$ cat src/rtl/phy_led_aux_map.vh
// register offsets, fields, reset values and timing counts for phy_led_aux
`ifndef PHY_LED_AUX_MAP_VH
`define PHY_LED_AUX_MAP_VH
// Contract
// loopback bit 5 returns transmit data to receive, nothing to media.
// status register 0x11 bit 7 shows loopback active.
// bit 4 reverses transmit and receive data bit order.
// auxiliary bits 3:1 written zero, read zero, no effect.
// bit 0 masks jabber conditions while in 10BASE-T mode.
// activity indicator lights on transmit, receive or idle error.
// mode field: 00 normal, 01 off, 10 blink, 11 on.
// blink mode toggles indicator with period near 750 ms.
// only mode 00 follows device status; others ignore it.
// 10 Mb/s link indicator lights on 10BASE-T link.
// 100 Mb/s link indicator lights on 100BASE-TX link.
// gigabit link indicator lights on 1000BASE-T link.
// duplex indicator lights on full duplex link.
// compact mode bit 5 repurposes 10 Mb/s link indicator.
// compact mode: 0x1A.0 = 1 link only, 0 link plus activity; the code takes this choice from the linkOnlySelect input.
// link steady on; link and activity blinks during traffic.
// indicator bits 4:0 plain read-write storage, reset zero.

// ****************************************************************
// register offsets
// ****************************************************************
`define STATUS_OFFSET            5'h11
`define AUXILIARY_CONTROL_OFFSET 5'h12
`define INDICATOR_CONTROL_OFFSET 5'h13
`define MGMT_PHY_ADDR            5'h01

// ****************************************************************
// fields and reset values
// ****************************************************************
`define AUX_LOOPBACK_BIT    5
`define AUX_REVERSE_BIT     4
`define AUX_JABBER_DIS_BIT  0
`define AUX_RESET           16'h0000
`define STATUS_LOOPBACK_BIT 7
`define IND_RESET           16'h0000
`define IND_ACTIVITY_LSB    14
`define IND_DUPLEX_LSB      6
`define IND_COMPACT_BIT     5
`define MODE_NORMAL         2'h0
`define MODE_OFF            2'h1
`define MODE_BLINK          2'h2
`define MODE_ON             2'h3

// ****************************************************************
// management frame and timing
// ****************************************************************
`define MDIO_PREAMBLE_BITS  6'd32
`define MDIO_OP_READ        2'h2
`define MDIO_OP_WRITE       2'h1
`define MDIO_HEAD_LAST      6'd12
`define MDIO_DATA_LAST      6'd15
`define REF_CLK_KHZ         20000
`define BLINK_PERIOD_MS     750
`define BLINK_HALF_CYCLES   ((`BLINK_PERIOD_MS * `REF_CLK_KHZ) / 2)
`endif

$ cat src/rtl/blink_timer.v
// free running blink level generator for the indicators
`timescale 1ns/1ns
`include "phy_led_aux_map.vh"
module blink_timer #(
  parameter integer HALF_CYCLES = `BLINK_HALF_CYCLES
) (
  // clock and reset
  input  wire        clk,
  input  wire        rstSync_n,
  // blink level
  output reg         blinkLevel
);
  localparam integer LAST = HALF_CYCLES - 1;
  reg [22:0] count_q;

  // toggle every half period, full period is the blink period
  always @(posedge clk or negedge rstSync_n) begin
    if (!rstSync_n) begin
      count_q    <= 23'h000000;
      blinkLevel <= 1'b0;
    end else if (count_q == LAST[22:0]) begin
      count_q    <= 23'h000000;
      blinkLevel <= ~blinkLevel;
    end else begin
      count_q    <= count_q + 23'h000001;
    end
  end
endmodule // blink_timer

$ cat src/rtl/indicator_mode.v
// decodes one two-bit indicator mode field into a lamp level
`timescale 1ns/1ns
`include "phy_led_aux_map.vh"
module indicator_mode (
  // mode and inputs
  input  wire [1:0] mode,
  input  wire       status,
  input  wire       blinkLevel,
  // lamp level
  output reg        lampOn
);
  // only normal mode looks at status
  always @* begin
    case (mode)
      `MODE_NORMAL: lampOn = status;
      `MODE_OFF:    lampOn = 1'b0;
      `MODE_BLINK:  lampOn = blinkLevel;
      default:      lampOn = 1'b1;
    endcase
  end
endmodule // indicator_mode

$ cat src/rtl/phy_led_aux_control.v
// auxiliary control and indicator registers with management slave
`timescale 1ns/1ns
`include "phy_led_aux_map.vh"
module phy_led_aux_control #(
  parameter integer BLINK_HALF_CYCLES = `BLINK_HALF_CYCLES
) (
  // clock and reset
  input  wire       ref_clk,
  input  wire       rst_n,
  // management pins
  input  wire       mdc,
  input  wire       mdioIn,
  output reg        mdioOut,
  output reg        mdioOe,
  // mac transmit side
  input  wire [7:0] macTxd,
  input  wire       macTxEn,
  input  wire       macTxEr,
  // mac receive side
  output reg  [7:0] macRxd,
  output reg        macRxDv,
  output reg        macRxEr,
  // towards the media coding path
  output reg  [7:0] coreTxd,
  output reg        coreTxEn,
  output reg        coreTxEr,
  // from the media coding path
  input  wire [7:0] coreRxd,
  input  wire       coreRxDv,
  input  wire       coreRxEr,
  // link and traffic status
  input  wire       link10,
  input  wire       link100,
  input  wire       link1000,
  input  wire       fullDuplex,
  input  wire       txActive,
  input  wire       rxActive,
  input  wire       idleError,
  input  wire       jabberDetect,
  input  wire       linkOnlySelect,
  // jabber towards the 10BASE-T transmitter
  output reg        jabberActive,
  // indicator lamps
  output reg        activityLed,
  output reg        link10Led,
  output reg        link100Led,
  output reg        link1000Led,
  output reg        duplexLed
);

  // ****************************************************************
  // states of the management slave
  // ****************************************************************
  localparam [3:0] ST_IDLE = 4'b0001;
  localparam [3:0] ST_HEAD = 4'b0010;
  localparam [3:0] ST_TURN = 4'b0100;
  localparam [3:0] ST_DATA = 4'b1000;

  // ****************************************************************
  // declarations
  // ****************************************************************
  reg        rstMeta_n;
  reg        rstSync_n;
  reg        mdcMeta_q;
  reg        mdcSync_q;
  reg        mdcLast_q;
  reg        mdioMeta_q;
  reg        mdioSync_q;
  reg [3:0]  state_q;
  reg [5:0]  bitCnt_q;
  reg [15:0] shift_q;
  reg        isRead_q;
  reg        hit_q;
  reg [4:0]  regAddr_q;
  reg [15:0] aux_q;
  reg [15:0] ind_q;
  reg        writeEn;
  reg [15:0] writeData;
  reg [15:0] readData;
  reg        mapped;
  wire       mdcRise;
  wire [12:0] header;
  wire       loopOn;
  wire       reverseOn;
  wire [7:0] txOrdered;
  wire [7:0] rxSource;
  wire       anyLink;
  wire       activity;
  wire       blinkLevel;
  wire       link10Status;
  wire [4:0] statusVec;
  wire [4:0] lampNext;

  // ****************************************************************
  // helpers
  // ****************************************************************
  // bit order swap, bit 7 goes to bit 0
  function [7:0] bitReverse;
    input [7:0] d;
    integer k;
    begin
      for (k = 0; k < 8; k = k + 1) begin
        bitReverse[k] = d[7 - k];
      end
    end
  endfunction

  // ****************************************************************
  // reset release and pin synchronisers
  // ****************************************************************
  // reset asserts at once and releases through two flops
  always @(posedge ref_clk or negedge rst_n) begin
    if (!rst_n) begin
      rstMeta_n <= 1'b0;
      rstSync_n <= 1'b0;
    end else begin
      rstMeta_n <= 1'b1;
      rstSync_n <= rstMeta_n;
    end
  end

  // management clock and data pass two flops each
  always @(posedge ref_clk or negedge rstSync_n) begin
    if (!rstSync_n) begin
      mdcMeta_q  <= 1'b0;
      mdcSync_q  <= 1'b0;
      mdcLast_q  <= 1'b0;
      mdioMeta_q <= 1'b1;
      mdioSync_q <= 1'b1;
    end else begin
      mdcMeta_q  <= mdc;
      mdcSync_q  <= mdcMeta_q;
      mdcLast_q  <= mdcSync_q;
      mdioMeta_q <= mdioIn;
      mdioSync_q <= mdioMeta_q;
    end
  end

  assign mdcRise = mdcSync_q & ~mdcLast_q;
  // start bit, opcode, phy address, register address
  assign header  = {shift_q[11:0], mdioSync_q};

  // ****************************************************************
  // register read multiplexer
  // ****************************************************************
  // unmapped addresses leave the data line released
  always @* begin
    readData = 16'h0000;
    mapped   = 1'b1;
    if (header[4:0] == `STATUS_OFFSET) begin
      readData[`STATUS_LOOPBACK_BIT] = loopOn;
    end else if (header[4:0] == `AUXILIARY_CONTROL_OFFSET) begin
      readData = aux_q;
    end else if (header[4:0] == `INDICATOR_CONTROL_OFFSET) begin
      readData = ind_q;
    end else begin
      mapped   = 1'b0;
    end
  end

  // ****************************************************************
  // management frame slave
  // ****************************************************************
  // preamble, header, turnaround, sixteen data bits msb first
  always @(posedge ref_clk or negedge rstSync_n) begin
    if (!rstSync_n) begin
      state_q   <= ST_IDLE;
      bitCnt_q  <= 6'd0;
      shift_q   <= 16'h0000;
      isRead_q  <= 1'b0;
      hit_q     <= 1'b0;
      regAddr_q <= 5'h00;
      mdioOut   <= 1'b0;
      mdioOe    <= 1'b0;
      writeEn   <= 1'b0;
      writeData <= 16'h0000;
    end else begin
      writeEn <= 1'b0;
      if (mdcRise) begin
        case (state_q)
          ST_IDLE: begin
            if (mdioSync_q) begin
              if (bitCnt_q != `MDIO_PREAMBLE_BITS) begin
                bitCnt_q <= bitCnt_q + 6'd1;
              end
            end else if (bitCnt_q == `MDIO_PREAMBLE_BITS) begin
              bitCnt_q <= 6'd0;
              state_q  <= ST_HEAD;
            end else begin
              bitCnt_q <= 6'd0;
            end
          end
          ST_HEAD: begin
            shift_q  <= {shift_q[14:0], mdioSync_q};
            bitCnt_q <= bitCnt_q + 6'd1;
            if (bitCnt_q == `MDIO_HEAD_LAST) begin
              bitCnt_q  <= 6'd0;
              state_q   <= ST_TURN;
              regAddr_q <= header[4:0];
              isRead_q  <= header[11:10] == `MDIO_OP_READ;
              hit_q     <= header[12] &
                           (header[9:5] == `MGMT_PHY_ADDR) &
                           ((header[11:10] == `MDIO_OP_READ) |
                            (header[11:10] == `MDIO_OP_WRITE)) &
                           mapped;
              shift_q   <= readData;
            end
          end
          ST_TURN: begin
            bitCnt_q <= bitCnt_q + 6'd1;
            if (bitCnt_q == 6'd0) begin
              // second turnaround bit driven low on reads
              mdioOe  <= hit_q & isRead_q;
              mdioOut <= 1'b0;
            end else begin
              bitCnt_q <= 6'd0;
              state_q  <= ST_DATA;
              mdioOut  <= shift_q[15];
              shift_q  <= {shift_q[14:0], 1'b0};
            end
          end
          ST_DATA: begin
            bitCnt_q <= bitCnt_q + 6'd1;
            if (isRead_q) begin
              mdioOut <= shift_q[15];
              shift_q <= {shift_q[14:0], 1'b0};
            end else begin
              shift_q <= {shift_q[14:0], mdioSync_q};
            end
            if (bitCnt_q == `MDIO_DATA_LAST) begin
              bitCnt_q  <= 6'd0;
              state_q   <= ST_IDLE;
              mdioOe    <= 1'b0;
              mdioOut   <= 1'b0;
              writeEn   <= hit_q & ~isRead_q;
              writeData <= {shift_q[14:0], mdioSync_q};
            end
          end
          default: begin
            state_q  <= ST_IDLE;
            bitCnt_q <= 6'd0;
            mdioOe   <= 1'b0;
          end
        endcase
      end
    end
  end

  // ****************************************************************
  // control registers
  // ****************************************************************
  // auxiliary keeps only loopback, reversal and jabber disable
  always @(posedge ref_clk or negedge rstSync_n) begin
    if (!rstSync_n) begin
      aux_q <= `AUX_RESET;
      ind_q <= `IND_RESET;
    end else if (writeEn) begin
      if (regAddr_q == `AUXILIARY_CONTROL_OFFSET) begin
        aux_q <= `AUX_RESET;
        aux_q[`AUX_LOOPBACK_BIT]   <= writeData[`AUX_LOOPBACK_BIT];
        aux_q[`AUX_REVERSE_BIT]    <= writeData[`AUX_REVERSE_BIT];
        aux_q[`AUX_JABBER_DIS_BIT] <= writeData[`AUX_JABBER_DIS_BIT];
      end else if (regAddr_q == `INDICATOR_CONTROL_OFFSET) begin
        ind_q <= writeData;
      end
    end
  end

  // ****************************************************************
  // gmii data path
  // ****************************************************************
  assign loopOn    = aux_q[`AUX_LOOPBACK_BIT];
  assign reverseOn = aux_q[`AUX_REVERSE_BIT];
  assign txOrdered = reverseOn ? bitReverse(macTxd) : macTxd;
  assign rxSource  = loopOn ? txOrdered : coreRxd;

  // loopback turns transmit around and silences the media side
  always @(posedge ref_clk or negedge rstSync_n) begin
    if (!rstSync_n) begin
      macRxd   <= 8'h00;
      macRxDv  <= 1'b0;
      macRxEr  <= 1'b0;
      coreTxd  <= 8'h00;
      coreTxEn <= 1'b0;
      coreTxEr <= 1'b0;
    end else begin
      macRxd   <= reverseOn ? bitReverse(rxSource) : rxSource;
      macRxDv  <= loopOn ? macTxEn : coreRxDv;
      macRxEr  <= loopOn ? macTxEr : coreRxEr;
      coreTxd  <= loopOn ? 8'h00 : txOrdered;
      coreTxEn <= macTxEn & ~loopOn;
      coreTxEr <= macTxEr & ~loopOn;
    end
  end

  // ****************************************************************
  // jabber gate
  // ****************************************************************
  // disable only matters while the link runs 10BASE-T
  always @(posedge ref_clk or negedge rstSync_n) begin
    if (!rstSync_n) begin
      jabberActive <= 1'b0;
    end else begin
      jabberActive <= jabberDetect &
                      ~(aux_q[`AUX_JABBER_DIS_BIT] & link10);
    end
  end

  // ****************************************************************
  // indicator status
  // ****************************************************************
  assign anyLink  = link10 | link100 | link1000;
  assign activity = txActive | rxActive | idleError;

  // compact mode shows link, or link with blinking traffic
  assign link10Status = ~ind_q[`IND_COMPACT_BIT] ? link10 :
                        linkOnlySelect ? anyLink :
                        anyLink & (~activity | blinkLevel);

  assign statusVec = {activity, link10Status, link100, link1000,
                      fullDuplex & anyLink};

  blink_timer #(
    .HALF_CYCLES (BLINK_HALF_CYCLES)
  ) u_blink (
    .clk        (ref_clk),
    .rstSync_n  (rstSync_n),
    .blinkLevel (blinkLevel)
  );

  // one mode decoder per lamp, fields from bit 6 upward
  genvar i;
  generate
    for (i = 0; i < 5; i = i + 1) begin : g_lamp
      indicator_mode u_mode (
        .mode       (ind_q[`IND_DUPLEX_LSB + 2 * i +: 2]),
        .status     (statusVec[i]),
        .blinkLevel (blinkLevel),
        .lampOn     (lampNext[i])
      );
    end
  endgenerate

  // ****************************************************************
  // lamp outputs
  // ****************************************************************
  // registered so the pins never glitch
  always @(posedge ref_clk or negedge rstSync_n) begin
    if (!rstSync_n) begin
      activityLed <= 1'b0;
      link10Led   <= 1'b0;
      link100Led  <= 1'b0;
      link1000Led <= 1'b0;
      duplexLed   <= 1'b0;
    end else begin
      activityLed <= lampNext[4];
      link10Led   <= lampNext[3];
      link100Led  <= lampNext[2];
      link1000Led <= lampNext[1];
      duplexLed   <= lampNext[0];
    end
  end

endmodule // phy_led_aux_control

$ cat config.mk
export PLATFORM = sky130hd
export DESIGN_NAME = phy_led_aux_control
export DESIGN_NICKNAME = d
export VERILOG_FILES = /design/src/rtl/blink_timer.v /design/src/rtl/indicator_mode.v /design/src/rtl/phy_led_aux_control.v
export VERILOG_INCLUDE_DIRS = /design/src /design/src/rtl
export SDC_FILE = /design/constraint.sdc
export NUM_CORES = 1
export LEC_CHECK = 0
export BUFFER_PORTS_ARGS = -buffer_cell sky130_fd_sc_hd__buf_2
export CAP_MARGIN = 10
export CORE_UTILIZATION = 40
export CTS_BUF_LIST = sky130_fd_sc_hd__clkbuf_4
export DETAILED_ROUTE_END_ITERATION = 10
export GPL_TIMING_DRIVEN = 0
export PLACE_DENSITY = 0.66
export SLEW_MARGIN = 5
export SYNTH_ARGS = -nofsm -noshare
export SYNTH_HDL_FRONTEND = slang
export SYNTH_SLANG_ARGS = --single-unit
$ cat constraint.sdc
create_clock -name ref_clk -period 11.6 [get_ports ref_clk]
set_clock_uncertainty 0.2 [all_clocks]
set_input_delay 1.74 -clock ref_clk [delete_from_list [all_inputs] [get_ports ref_clk]]
set_output_delay 1.74 -clock ref_clk [all_outputs]
set_load 0.1 [all_outputs]
# After elaboration in Yosys (flattened, before gate mapping)
# Cells that the tools add are included.
[totals]
regBits = 128
latch_bits = 0
ramBits = 0
mem_bits_ro = 0
input_bits = 33
out_inout_bits = 28
word_cells = 162
memories = 0
[classes]
add_sub_neg = 2
multipliers = 0
n_div = 0
order_cmp = 0
eq_ne = 35
shift = 0
muxes = 48
bitwise = 26
reduce_logical = 18
[ops]
columns = ["operator", "n"]
rows = [
  ["$mux W16", 4],
  ["$pmux W16 S3", 1],
  ["$mux W8", 5],
  ["$mux W6", 5],
  ["$eq A5 B5 Y1 const B", 5],
  ["$pmux W6 S4", 1],
  ["$add A23 B1 Y23 const B", 1],
  ["$eq A23 B23 Y1 const B", 1],
  ["$mux W23", 1],
  ["$mux W4", 5],
  ["$pmux W1 S3", 6],
  ["$mux W1", 17],
  ["$pmux W4 S4", 1],
  ["$reduce_and A3 Y1", 5],
  ["$and A1 B1 Y1", 12],
  ["$eq A2 B1 Y1 const B", 6],
  ["$eq A2 B2 Y1 const B", 6],
  ["$eq A6 B4 Y1 const B", 2],
  ["$ne A2 B2 Y1 const B", 6],
  ["$logic_not A2 Y1", 5],
  ["$not A1 Y1", 8],
  ["$mux W7", 1],
  ["$add A6 B1 Y6 const B", 1],
  ["$eq A6 B6 Y1 const B", 1],
  ["other kinds (16)", 23],
]

# Depth between registers and ports, before layout
# Gate-level depths: netlist (run 1).
[logic_depth]
ltp_word = 8
ltp_mapped = 8
depth_no_buf = 7

# Cells and area by module
# From an unflattened synthesis (run 1), not the netlist that was laid out.
[hier_totals]
cells_unflattened = 510
hier_area_um2 = 5800.6
[modules_own_cells]
columns = ["mod", "instances", "cells_each", "area_each_um2", "seq_area_each_um2"]
rows = [
  ["phy_led_aux_control", 1, 367, 4454.3, 2606.2],
  ["blink_timer", 1, 128, 1265.0, 600.6],
  ["indicator_mode", 5, 3, 16.3, 0.0],
]

# Worst setup path before layout (run 1)
# OpenSTA, ideal clock, no wires.
[synth_path]
path_kind = "reg2out"
startpoint = "register mdioOut"
endpoint = "output mdioOut"
arrival_time_ps = 897
t_required_ps = 9660
setup_slack_ps = 8763
path_stages_with_launch = 1
path_buffers = 0
path_cell_list = "dfrtp_1"
[synth_lines]
columns = ["element", "line_no", "source"]
rows = [
  ["from (decl)", "phy_led_aux_control.v:13", "output reg mdioOut,"],
  ["from (signal assigned)", "phy_led_aux_control.v:218", "mdioOut <= shift_q[15];"],
  ["from (signal assigned)", "phy_led_aux_control.v:225", "mdioOut <= shift_q[15];"],
]
# No word-level cell between the ends.

# Worst setup path after layout (run 1)
[layout_path]
startpoint = "register mdioOut"
endpoint = "output mdioOut"
# No word-level cell between the ends.

==> results of run 1 <==
[Yosys cell counts, drive strengths merged, types with 2 or more instances]
| cell type | n |
|---|---|
| dfrtp | 125 |
| nand2 | 47 |
| o21ai | 46 |
| mux2 | 45 |
| nor2 | 29 |
| mux2i | 20 |
| nor3 | 16 |
| xnor2 | 14 |
| buf | 12 |
| clkbuf | 12 |
| a32oi | 11 |
| a21oi | 10 |
| inv | 10 |
| nand3 | 10 |
| and3 | 8 |
| nand4 | 7 |
| or3 | 7 |
| nor4b | 6 |
| nor2b | 5 |
| xor2 | 5 |
| ha | 4 |
| nand2b | 4 |
| nor4 | 4 |
| o31ai | 4 |
| a31oi | 3 |
| and4 | 3 |
| dfstp | 3 |
| nor3b | 3 |
| a21o | 2 |
| and2 | 2 |
| nand3b | 2 |
| o2111ai | 2 |
| o211ai | 2 |
| or2 | 2 |
[registers in the layout, indices dropped and copies added (netlist names), 3 cells and up]
register / cells
u_blink.count_q: 23
macRxd: 8
state_q: 4
ind_q: 16
aux_q: 3
bitCnt_q: 6
writeData: 16
shift_q: 16
coreTxd: 8
regAddr_q: 5
[layer usage]
metal | vias up | track usage | wire length [um]
li1 | 1948 | - | -
met1 | 2035 | 0.2306 | 5559
met2 | 106 | 0.2719 | 5467
met3 | 16 | 0.04635 | 524
met4 | 0 | 0.07485 | 214
met5 | - | 0 | 0
[logic make-up after synthesis]
family,after synthesis,share of synthesized area
other cells,1,0.0006537
compound gates,91,0.1036
fa+ha+maj,4,0.008724
buf+inv,34,0.03032
mux,65,0.1245
flops,128,0.5590
xor+xnor,19,0.02901
simple gates,157,0.1442
[power breakdown]
part,switching (mW),internal (mW)
Sequential,0.00899,0.457
Clock,0.152,0.147
Combinational,0.0899,0.0374
[metrics by stage]
stage	total power, mW	hold slack, ps
4_1_cts	0.9048	158.4
2_1_floorplan	0.5710	131.2
3_5_place_dp	0.6024	139.3
5_1_grt	0.9359	169.7
6_report	0.8928	157.3
3_3_place_gp	0.5982	137.1
[cells in the final DEF, fill, tap and decap left out, drive strengths merged, types with 11 or more instances in the layout]
cell / n
o21ai: 46
nor3: 16
mux2: 45
clkbuf: 31
mux2i: 20
xnor2: 14
dfrtp: 125
a32oi: 11
buf: 73
nor2: 29
nand2: 47
[final timing paths]
| kind | cells past startpoint | end | startpoint |
|---|---|---|---|
| setup / recovery | 1 | mdioOut | mdioOut$_DFFE_PN0P_ |
| hold / removal | 0 | mdcSync_q$_DFF_PN0_ | mdcMeta_q$_DFF_PN0_ |
| setup reg to reg | 5 | shift_q[5]$_DFFE_PN0P_ | state_q[1]$_DFFE_PN0P_ |
| hold reg to reg | 0 | mdcSync_q$_DFF_PN0_ | mdcMeta_q$_DFF_PN0_ |
| max in group asynchronous | 1 | mdioSync_q$_DFF_PN1_ | rstSync_n$_DFF_PN0_ |
| min in group asynchronous | 0 | ind_q[9]$_DFFE_PN0P_ | rstSync_n$_DFF_PN0_ |
[final cells by class]
cell class	count	area, um2	area share
diodes	1	2.502	0.0003815
plain buffers	24	136.4	0.02079
clock buffers	19	142.6	0.02174
clock inverters	10	121.4	0.01850
inverters	10	37.54	0.005722
multi-input cells	337	2356	0.3591
flip-flops and latches	128	3211	0.4894
well taps	180	225.2	0.03433
repair buffers	61	327.8	0.04997
==> results.md, run 1 <==
Status:
- The flow ran to the end, and the final reports show no timing, DRC or antenna violations.

Routing:
- The residual antenna-violating net count after detailed routing is 0.
- The number of design-rule violations left by the first detailed-router iteration is 165.
- The mean routed wirelength per cell is 15.28 um.
- The number of vias after detailed routing is 4105.
- Dividing the detail-routed via count by the number of cells gives 5.331.
- The pre-antenna-repair detailed-routing pass consisted of 4 iterations.
- The DRC violations left is 0.
- For this block, the routed nets add up to 11770 um of wire.

Cells and area:
- The final design area excluding fillers is roughly 6600 um2.
- The count of fill cells added during filler insertion is 1299.
- After the flow finishes, the layout carries non-filler instances totaling a little under 800.
- The number of nets in the finished design is between 600 and 700.
- At the end of the flow the core is filled with cells to 0.4708.
- The area growth from synthesis to layout is 14.35%.
- The layout cell share with drive strength beyond 1 is 0.2699.

Timing:
- For the pin with the worst max-slew slack, the measured transition is between 900 and 1000 ps.
- The post-layout worst setup margin is 8343 ps.
- The achievable clock frequency is between 300 and 400 MHz.
- The worst path in the final design needs a cycle of 3257 ps, including I/O delays and setup.
- Setup repair after global routing left no endpoint under its margin.
- The fraction of the cycle the final worst path needs is 0.2808.
- The final-report hold violation count is 0.
- The remaining max-slew budget at the tightest pin is 0.3784.
- The total negative setup slack is 0 ps.
- The setup violation total in the final timing report is 0.
- The number of pins exceeding their max-slew limit in the final report is 0.

Floorplan:
- The initial utilization of the core area, before any placement, comes to 0.4117.
- After floorplanning, the core was divided into 43 placement rows.
- The die extent in y is between 100 and 150 um.
- 61 I/O pins were placed.
- The total area inside the core boundary comes to 13930 um2.
- The die covers 14820 um2.
- The horizontal die dimension is ~120 um.

Synth:
- dfrtp_1 takes more of the synthesized area than any other cell.
- The fraction of the yosys area taken by sequential cells is 0.5590.
- The number of flops mapped to enable cells by yosys is 0.
- The mapped cell area is 5737 um2.
- Counting flops with an async set or reset pin after synthesis yields a share of 1.000.
- The count of different cell masters after synthesis is 62.
- For this run, the leading register cell type out of synthesis is dfrtp_1.
- The number of warnings issued by yosys is 0.
- The number of nets in the synthesized netlist is 536.
- Counting flops and latches in the post-synthesis netlist gives 128.
- Each instance of the synthesized netlist takes up on average 11.50 um2.
- The top cell type's share of synthesized area is 0.5453.
- After synthesis, the cell types taking the most area are dfrtp_1 55%, mux2_2 7.5%, o21ai_0 3.6%.
- The synthesized netlist cell count is 499.

GRT:
- The number of antenna violations at the first check in global routing is 1.
- In the global route stage, overall resource usage came out at 0.1751.
- The via count of the first global-routing pass is 4059.
- The total overflow left after global routing is 0.
- The first global-routing pass estimated 19830 um of wire.
- Entering global routing, the biggest net connects 68 pins.

Clock tree:
- The TritonCTS sink count is 128.
- The number of buffers between clock root and the deepest sink is 2.
- CTS built an H-tree with a depth of 4.
- TritonCTS built the clock tree.
- The clock reaches the later pin of the worst-skew pair after roughly 520 ps.
- The tree is rooted in a clkbuf_4.
- The clock transition time at the flip-flop clock pins of the worst setup and hold paths is 110 ps.
- The total of hold buffers inserted after clock tree synthesis is 0.
- The number of gates resized after CTS was 0.
- Post-CTS timing repair inserted 0 buffers for setup.
- The number of clock buffers added by TritonCTS is 17.

Pwr:
- The worst-case vdd ir drop is about 0.000060 V.
- The power density over the cells is 136.1 nW/um2.
- The leakage component of the power is 2.952 nW.

Setup path:
- The kind of cell with the highest combined delay along the critical path is buffers and inverters.
- The highest-delay cell along the critical path is buf_2.
- The launching element type of the critical path is a register.
- The category of the worst setup path capture point is an output port.
- At the worst endpoint, the arrival time is between 1000 and 1500 ps.
- Across all register-to-register paths, the minimum setup slack is 8990 ps.
- Traced cell by cell, the critical path runs through buf_2.
- For the worst setup path, the data required time is 9660 ps.
- The classification of the worst setup path is register to output port.
- The longest individual stage delay on the worst path is 430 ps.
- The worst-path maximum fanout is 2.
- The number of buffers and inverters on the critical path is 1.

Placed design:
- The HPWL reported at the end of detailed placement is between 8000 and 9000 um.
- The last weighted congestion value of the routability-driven placer is 0.8244.
- The placed cell count is 740.
- In this run the tool buffered the top-level ports with 60 buffer cells.
- The setup slack at placement is 8681 ps.
- The post-detailed-placement cell area is roughly 6300 um2.

Run:
- Max-cap violations in this run came to 0.

Min path:
- The type of the worst min-delay path is register to register.
Power figures use the tool's default switching activity.
==> run 2, diff against run 1 <==
--- a/config.mk
+++ b/config.mk
@@ -12,7 +12,7 @@
 export CTS_BUF_LIST = sky130_fd_sc_hd__clkbuf_4
 export DETAILED_ROUTE_END_ITERATION = 10
 export GPL_TIMING_DRIVEN = 0
-export PLACE_DENSITY = 0.66
+export PLACE_DENSITY = 0.68
 export SLEW_MARGIN = 5
 export SYNTH_ARGS = -nofsm -noshare
 export SYNTH_HDL_FRONTEND = slang
==> constraint.sdc (replaced) <==
create_clock -name ref_clk -period 2.7 [get_ports ref_clk]
set_clock_uncertainty 0.2 [all_clocks]
set_input_delay 0.405 -clock ref_clk [delete_from_list [all_inputs] [get_ports ref_clk]]
set_output_delay 0.405 -clock ref_clk [all_outputs]
set_load 0.1 [all_outputs]
==> run 2 against run 1 <==
Net effect: register-to-register slack lost 8800 ps; critical path type is now register to register; flip-flop and latch count did not move; final cell count is 4.5% higher; global-route usage is 0.70 points higher; setup slack worse by 8200 ps; sequential share of layout area decreased by 2.6 points.
==> results.md, run 2 (synthesized netlist as in run 1, its figures left out) <==
Placed design:
- The number of port buffers is 60.
- Detailed placement finished with a half-perimeter wire length of 8171 um.
- The post-detailed-placement cell area is 6294 um2.
- The last weighted congestion value of the routability-driven placer is 0.7884.

Timing:
- Derived from the worst setup path, the maximum achievable clock frequency is 395.2 MHz.
- The number of pins exceeding their max-slew limit in the final report is 0.
- The final-report hold violation count was 0.
- Setup repair after global routing left no endpoint under its margin.
- The fraction of the cycle the final worst path needs is 0.9372.
- The final critical-path required period is about 2500 ps.
- The transition time at the pin with the least slew margin is 823.9 ps.
- The remaining max-slew budget at the tightest pin is 0.4507.
- Setup violations remaining at the end of the flow were counted as 0.

Pwr:
- The combinational group share of total power is 0.147.
- The total internal power is between 2 and 3 mW.
- The switching power is 1.111 mW.
- The leakage component of the power is 3.095 nW.
- Power spread over the standard cell area amounts to 573.9 nW/um2.
- The switching share of power is 0.2793.
- The share of total power dissipated in sequential elements is 0.504.
- The proportion of power drawn by the clock network is 0.349.
- The worst-case IR drop observed on VDD is 0.0003391 V.

Status:
- The flow ran to the end, and the final reports show no timing, DRC or antenna violations.

Cells and area:
- In the layout the commonest cells are 124 x dfrtp_1, 67 x buf_2, 47 x nand2_1.
- In the final layout, the share of cells above drive strength 1 is 0.2580.
- The utilization of the core after routing is 0.4975.
- The top register by number of flip-flops is u_blink.count_q.
- The finished cells cover roughly 7000 um2.
- Compared with the post-synthesis result, the final layout area differs by 20.85%.
- The number of flip-flops in the largest register is 23.
- The library cell used most frequently in the layout, excluding fill and tap cells, is dfrtp_1.
- For this run, the post-layout net count is 649.

Routing:
- In the final routed layout, each cell accounts on average for 15.05 um.
- The number of iterations in the first detailed-routing pass is 4.
- The number of vias per cell after detailed routing is 5.262.
- The final route contains 4236 vias.
- For this block, the routed nets add up to about 12000 um of wire.
- The number of design-rule violations left by the first detailed-router iteration is 166.
- For this run, design rule violations remaining after detail routing come to 0.
- The detail route stage leaves a number of antenna-violating nets equal to 0.

Floorplan:
- The floorplan step defined a die boundary enclosing 14820 um2.
- The standard-cell row count is 43.
- The initial utilization of the core area, before any placement, comes to 0.4117.
- In this run the vertical extent of the chip is 121.8 um.
- The horizontal die dimension is 121.8 um.
- The area of the core is 13930 um2.
- In this run the count of I/O pins placed on the die edge is 61.

Setup path:
- At the worst endpoint, the required time is 2900 ps.
- The launching element type of the critical path is a register.
- The kind of cell with the highest combined delay along the critical path is simple AND/OR/NAND/NOR gates.
- The slowest stage of the critical path belongs to the cell dfrtp_1.
- In this run the worst path has a maximum fanout of 10.
- The signal on the critical path passes through ha_1 > nand3_1 > nor3_1 > nand3_2 > buf_2 > mux2_1.
- The classification of the worst setup path is register to register.
- The category of the worst setup path capture point is a register.
- The worst path buffer plus inverter count is 1.
- The longest individual stage delay on the worst path is 420 ps.
- For the worst setup path, the data arrival time is approximately 2700 ps.

Run:
- The reported max-cap violation count is 0.

Clock tree:
- The TritonCTS sink count is between 100 and 150.
- Clock tree synthesis selected as its root buffer the cell clkbuf_4.
- Counting along the longest clock path gives a buffer depth of 2.
- TritonCTS built the clock tree.
- In this run the post-CTS setup repair buffer count came out at 0.
- The total CTS buffers is 17.
- The clock transition time at the flip-flop clock pins of the worst setup and hold paths is 100 ps.
- The H-tree generated during clock tree synthesis spans 4 levels.
- At the later pin of the worst-skew pair, clock insertion delay measures 510 ps.

GRT:
- The number of antenna violations at the first check in global routing is 1.
- The wire length of the first global-routing pass is 20820 um.
- Global routing finished with a remaining overflow of 0.
- The via count of the first global-routing pass is 4230.
- Entering global routing, the biggest net connects 67 pins.
- The combined global-route utilization of all metal layers is 0.1821.

Min path:
- The type of the worst min-delay path is register to register.
## run 2: path summary, 6_finish.rpt
path                                              start                  endpoint  slack, ps  depth (start not counted)
worst max-delay path            bitCnt_q[0]$_DFFE_PN0P_  writeData[8]$_DFFE_PN0P_        170                          6
worst min-delay path                rstMeta_n$_DFF_PN0_       rstSync_n$_DFF_PN0_        160                          0
worst max register to register  bitCnt_q[0]$_DFFE_PN0P_  writeData[8]$_DFFE_PN0P_        170                          6
worst min register to register      rstMeta_n$_DFF_PN0_       rstSync_n$_DFF_PN0_        160                          0
max in group asynchronous           rstSync_n$_DFF_PN0_    state_q[0]$_DFFE_PN1P_       1230                          1
min in group asynchronous           rstSync_n$_DFF_PN0_     ind_q[13]$_DFFE_PN0P_        230                          0
## run 2: layout make-up
| type | instances | area [um2] |
|---|---|---|
| diodes | 1 | 2.502 |
| plain buffers | 24 | 136.4 |
| clock buffers | 17 | 127.6 |
| clock inverters | 14 | 172.7 |
| fillers | 1266 | 7002 |
| inverters | 10 | 37.54 |
| multi-input cells | 337 | 2362 |
| flip-flops and latches | 128 | 3211 |
| well taps | 180 | 225.2 |
| repair buffers | 94 | 658.1 |
## run 2: layer usage
layer	vias up	routed length (um)	track usage
li1	2026	-	-
met1	2090	5476	0.2330
met2	104	5939	0.2927
met3	16	515	0.04728
met4	0	183	0.07485
met5	-	0	0
## run 2: stage by stage
stage	power [mW]	TNS [ps]	hold WS [ps]	instances	setup WS, ps
6_report	3.979	0	162.5	805	169.6
3_3_place_gp	2.571	-39710	-8.903	739	-332.3
2_1_floorplan	2.453	0	-90.59	499	371.1
5_1_grt	4.158	0	174.4	805	29.27
4_1_cts	4.031	0	163.0	804	162.1
3_5_place_dp	2.591	0	-9.199	740	184.2
## run 2: what timing repair did
item,4_1_cts,5_1_grt
endpoints found under the hold margin,29,0
endpoints found under the setup margin,0,10
hold buffers,33,0
gates resized for setup,0,1
## run 2: power groups by stage
stage	clock network, mW	registers, mW	logic [mW]
after floorplan	0	2.20	0.257
after global placement	0	2.06	0.513
after detailed placement	0	2.04	0.547
after CTS	1.44	2.01	0.584
after global routing	1.52	2.01	0.628
final	1.39	2.00	0.586
==> run 3, diff against run 2 <==
--- a/config.mk
+++ b/config.mk
@@ -16,4 +16,5 @@
 export SLEW_MARGIN = 5
 export SYNTH_ARGS = -nofsm -noshare
 export SYNTH_HDL_FRONTEND = slang
+export SYNTH_HIERARCHICAL = 1
 export SYNTH_SLANG_ARGS = --single-unit
==> run 3 against run 2 <==
Net effect: synthesized area is 1.1% higher; wire length increased by 5.1%; non-clock buffer count down 1; critical path depth grew 1; via count rose by 2.8%; total power rose by 2.7%; sequential power rose by 2%; setup slack worse by 21 ps; register-to-register slack worse by 20 ps; critical path type unchanged; critical endpoint is now regAddr_q[3]$_DFFE_PN0P_.
==> results.md, run 3 <==
Status:
- The run finished with clean final reports.

Cells and area:
- Of the cells placed in the final design, the portion with a size suffix greater than 1 is 0.2690.
- The utilization of the core after routing is 0.5037.
- Relative to the synthesized area, the layout overhead comes to 21.46%.
- The number of standard cells in the final layout excluding fillers is 813.
- The top cell types in the final layout, fill and taps aside, are 124 x dfrtp_1, 66 x buf_2, 50 x nor2_1.
- The register with the most flip-flops in the layout has 23 of them.
- After the last flow step, the layout net total stands at 656.
- Ranked by flip-flop count, first place goes to u_blink/count_q.
- The final design area excluding fillers is 7046 um2.
- Leaving out fill and tap cells, the most frequent cell in the layout is dfrtp_1.

Timing:
- The setup violation total in the final timing report is 0.
- The post-layout worst setup margin is 148.3 ps.
- The final critical-path required period is about 2600 ps.
- The fraction of the cycle the final worst path needs is 0.9451.
- The final-report hold violation count came to 0.
- In the final timing run, aggregate negative setup slack is 0 ps.
- The remaining max-slew budget at the tightest pin is 0.4878.
- Setup repair after global routing left no endpoint under its margin.
- The achievable clock frequency is 391.9 MHz.
- The number of pins exceeding their max-slew limit in the final report came to 0.
- The transition time at the pin with the least slew margin is about 770 ps.

Setup path:
- Data on the critical path is required at its endpoint by 2940 ps.
- The critical path is of the register to register type.
- The launching element type of the critical path is a register.
- On the worst path, the slowest cell contributes a delay of 510 ps.
- The category of the worst setup path capture point is a register.
- The launch point of the critical path is bitCnt_q[0]$_DFFE_PN0P_.
- Counting both buffers and inverters, the worst setup path holds a total of 2.
- In this design, the largest share of critical-path delay is due to compound AO/OA/AOI/OAI gates.
- In this run the worst path has a maximum fanout of 9.
- On the critical path, the stage with the largest delay is an instance of a2111oi_4.
- The startpoint of the worst register-to-register path is bitCnt_q[0]$_DFFE_PN0P_.
- STA puts the critical path data arrival time at 2790 ps.
- Traced cell by cell, the critical path runs through inv_1 > ha_1 > nor4b_4 > and3b_1 > buf_2 > a2111oi_4 > mux2_2.

Synth:
- Synthesis inferred 128 register bits.
- The post-synthesis net count is 547.
- The synthesized netlist cell count is 510.
- Ranked by total cell area, the synthesized netlist is headed by dfrtp_1 54%, mux2_2 8.5%, mux2i_1 4.0%.
- Of the post-synthesis cell area, the dominant cell type holds 0.5393.
- The fraction of the yosys area taken by sequential cells is 0.5528.
- Yosys mapped the design onto just over 60 distinct sky130hd cell types.
- The async set or reset register ratio after synthesis is 1.000.
- A synthesized cell averages 11.37 um2.
- Counting instances in the post-synthesis netlist gives the leading cell types as 125 x dfrtp_1, 50 x nor2_1, 44 x mux2_2, 28 x a21oi_1.
- The dominant register cell in the synthesized netlist is dfrtp_1.
- The mapped netlist covers between 5000 and 6000 um2.
- The largest area contributor in the synthesized netlist is dfrtp_1.
- Counting flops with a built-in enable in the synthesized netlist gives 0.
- The most common cell in the synthesized netlist is dfrtp_1.
- The number of warnings issued by yosys is 6.

Floorplan:
- The horizontal die dimension is 122.4 um.
- The floorplan has 43 rows.
- The die is 122.4 um tall.
- The area of the core is 13990 um2.
- The die area is 14990 um2.
- During I/O placement, the number of pins put on the boundary was 61.
- The starting density of the core is 0.4147.

Clock tree:
- The number of H-tree branching levels is 4.
- The root buffer cell is clkbuf_4.
- The total CTS buffers is 17.
- The TritonCTS sink count is 128.
- The clock latency on the worst-skew pair is 550 ps.
- After clock tree synthesis, the clock-pin slew on the worst setup and hold paths is 110 ps.
- The number of buffers between clock root and the deepest sink is 2.
- TritonCTS built the clock tree.

Routing:
- The number of vias per cell after detailed routing is 5.355.
- The sum of met2 wire segment lengths after detailed routing is 6270 um.
- After detailed routing, the average wire length per cell comes to 15.66 um.
- Summing over every cut layer, the via total after detailed routing is 4354.
- In the final routing, the length of wire on met1 measures 5766 um.
- The number of iterations in the first detailed-routing pass is 4.
- The highest layer touched by signal routing is met4.
- Summed over all layers, the routed wires come to roughly 13000 um.
- Wire segments on met3 add up to between 500 and 600 um in the final route.
- The number of design-rule violations left by the first detailed-router iteration is roughly 310.
- The detail route stage leaves a number of antenna-violating nets equal to 0.
- The DRC violations left is 0.

Placed design:
- Counting tap cells, the placed design contains a total of 751 instances.
- The number of port buffers is 60.
- Before CTS, the worst setup slack after placement is -174.8 ps.
- The last weighted congestion value of the routability-driven placer is between 0.8 and 0.9.
- The post-detailed-placement cell area is 6357 um2.
- The HPWL reported at the end of detailed placement is 8514 um.

Min path:
- The startpoint identified for the worst hold timing path is coreRxd[3].
- The worst hold path belongs to the class input pin to register.

Pwr:
- The proportion of power drawn by the clock network is 0.381.
- The total internal power is 2.983 mW.
- The worst-case vdd ir drop is 0.0003422 V.
- The combinational group share of total power is 0.120.
- The leakage component of the power is 3.140 nW.
- The switching share of power is 0.2697.
- The switching power is 1.101 mW.
- The power density over the cells is 579.7 nW/um2.
- Of the total power, registers draw 0.499.

GRT:
- The number of antenna violations at the first check in global routing is 0.
- The maximum number of pins on one net before global-route repair is roughly 70.
- The first global-routing pass estimated 21930 um of wire.
- The overflow left after global routing is 0.
- The via count of the first global-routing pass was 4420.
- The combined global-route utilization of all metal layers is 0.1909.

Run:
- Max-cap violations in this run came to 0.
-- run 3: final timing paths --
path / end / slack [ps] / cells after the start
max in group asynchronous: link1000Led$_DFF_PN0_ / 1310 / 1
hold / removal: macRxd[4]$_DFF_PN0_ / 40 / 3
setup / recovery: regAddr_q[3]$_DFFE_PN0P_ / 150 / 7
setup reg to reg: regAddr_q[3]$_DFFE_PN0P_ / 150 / 7
min in group asynchronous: macRxd[2]$_DFF_PN0_ / 210 / 0
hold reg to reg: rstSync_n$_DFF_PN0_ / 160 / 0
-- run 3: cell families (layout without fill, tap and decap cells) --
logic type               count (synthesis)  after routing  synth area share
multiplexers                            67             67            0.1251
adder cells (fa/ha/maj)                  4              4          0.008628
AO/OA/AOI/OAI                           84             84           0.09362
buffers and inverters                   36            158           0.02718
flip-flops                             128            128            0.5528
XOR/XNOR                                21             21           0.03300
AND/OR/NAND/NOR                        169            169            0.1590
other                                    1              2         0.0006465
-- run 3: final cells by class --
cell class                      instances  area (um2)
Sequential cell                       128        3211
Clock inverter                         14       212.7
Timing Repair Buffer                   90       615.6
Antenna cell                            1       2.502
Clock buffer                           18       135.1
Fill cell                            1233        6943
Inverter                                9       33.78
Multi-Input combinational cell        346        2481
Buffer                                 27       128.9
Tap cell                              180       225.2
-- run 3: stage by stage --
step | hold WS [ps] | total power, mW
after floorplan | -90.59 | 2.387
after global placement | -9.200 | 2.488
after detailed placement | -4.687 | 2.505
after CTS | 7.785 | 4.116
after global routing | 13.00 | 4.267
final | 37.52 | 4.084
-- run 3: metal layers --
metal,global-route usage,vias up
li1,-,2059
met1,0.2452,2182
met2,0.3090,105
met3,0.05390,8
met4,0.06479,0
met5,0,-
-- run 3: power groups by stage --
| stage | Clock [mW] | Sequential [mW] | Combinational (mW) |
|---|---|---|---|
| 2_1_floorplan | 0 | 2.22 | 0.170 |
| 3_3_place_gp | 0 | 2.09 | 0.401 |
| 3_5_place_dp | 0 | 2.07 | 0.433 |
| 4_1_cts | 1.61 | 2.04 | 0.473 |
| 5_1_grt | 1.69 | 2.05 | 0.531 |
| 6_report | 1.56 | 2.04 | 0.491 |
-- run 3: worst reg2reg max path, delay by kind of cell (launching register included) --
family / cells / cell delay (ps)
compound gates: 1 / 510
flops: 1 / 420
mux: 1 / 410
simple gates: 2 / 370
fa+ha+maj: 1 / 280
buf+inv: 2 / 250
-- run 3: repair_timing --
action | in CTS | in global routing
hold endpoints to repair | 27 | 0
cloned | 0 | 0
gates resized for setup | 2 | 11
pin swaps | 1 | 2
hold buffers | 28 | 0
setup endpoints to repair | 18 | 23
buffers inserted | 0 | 1
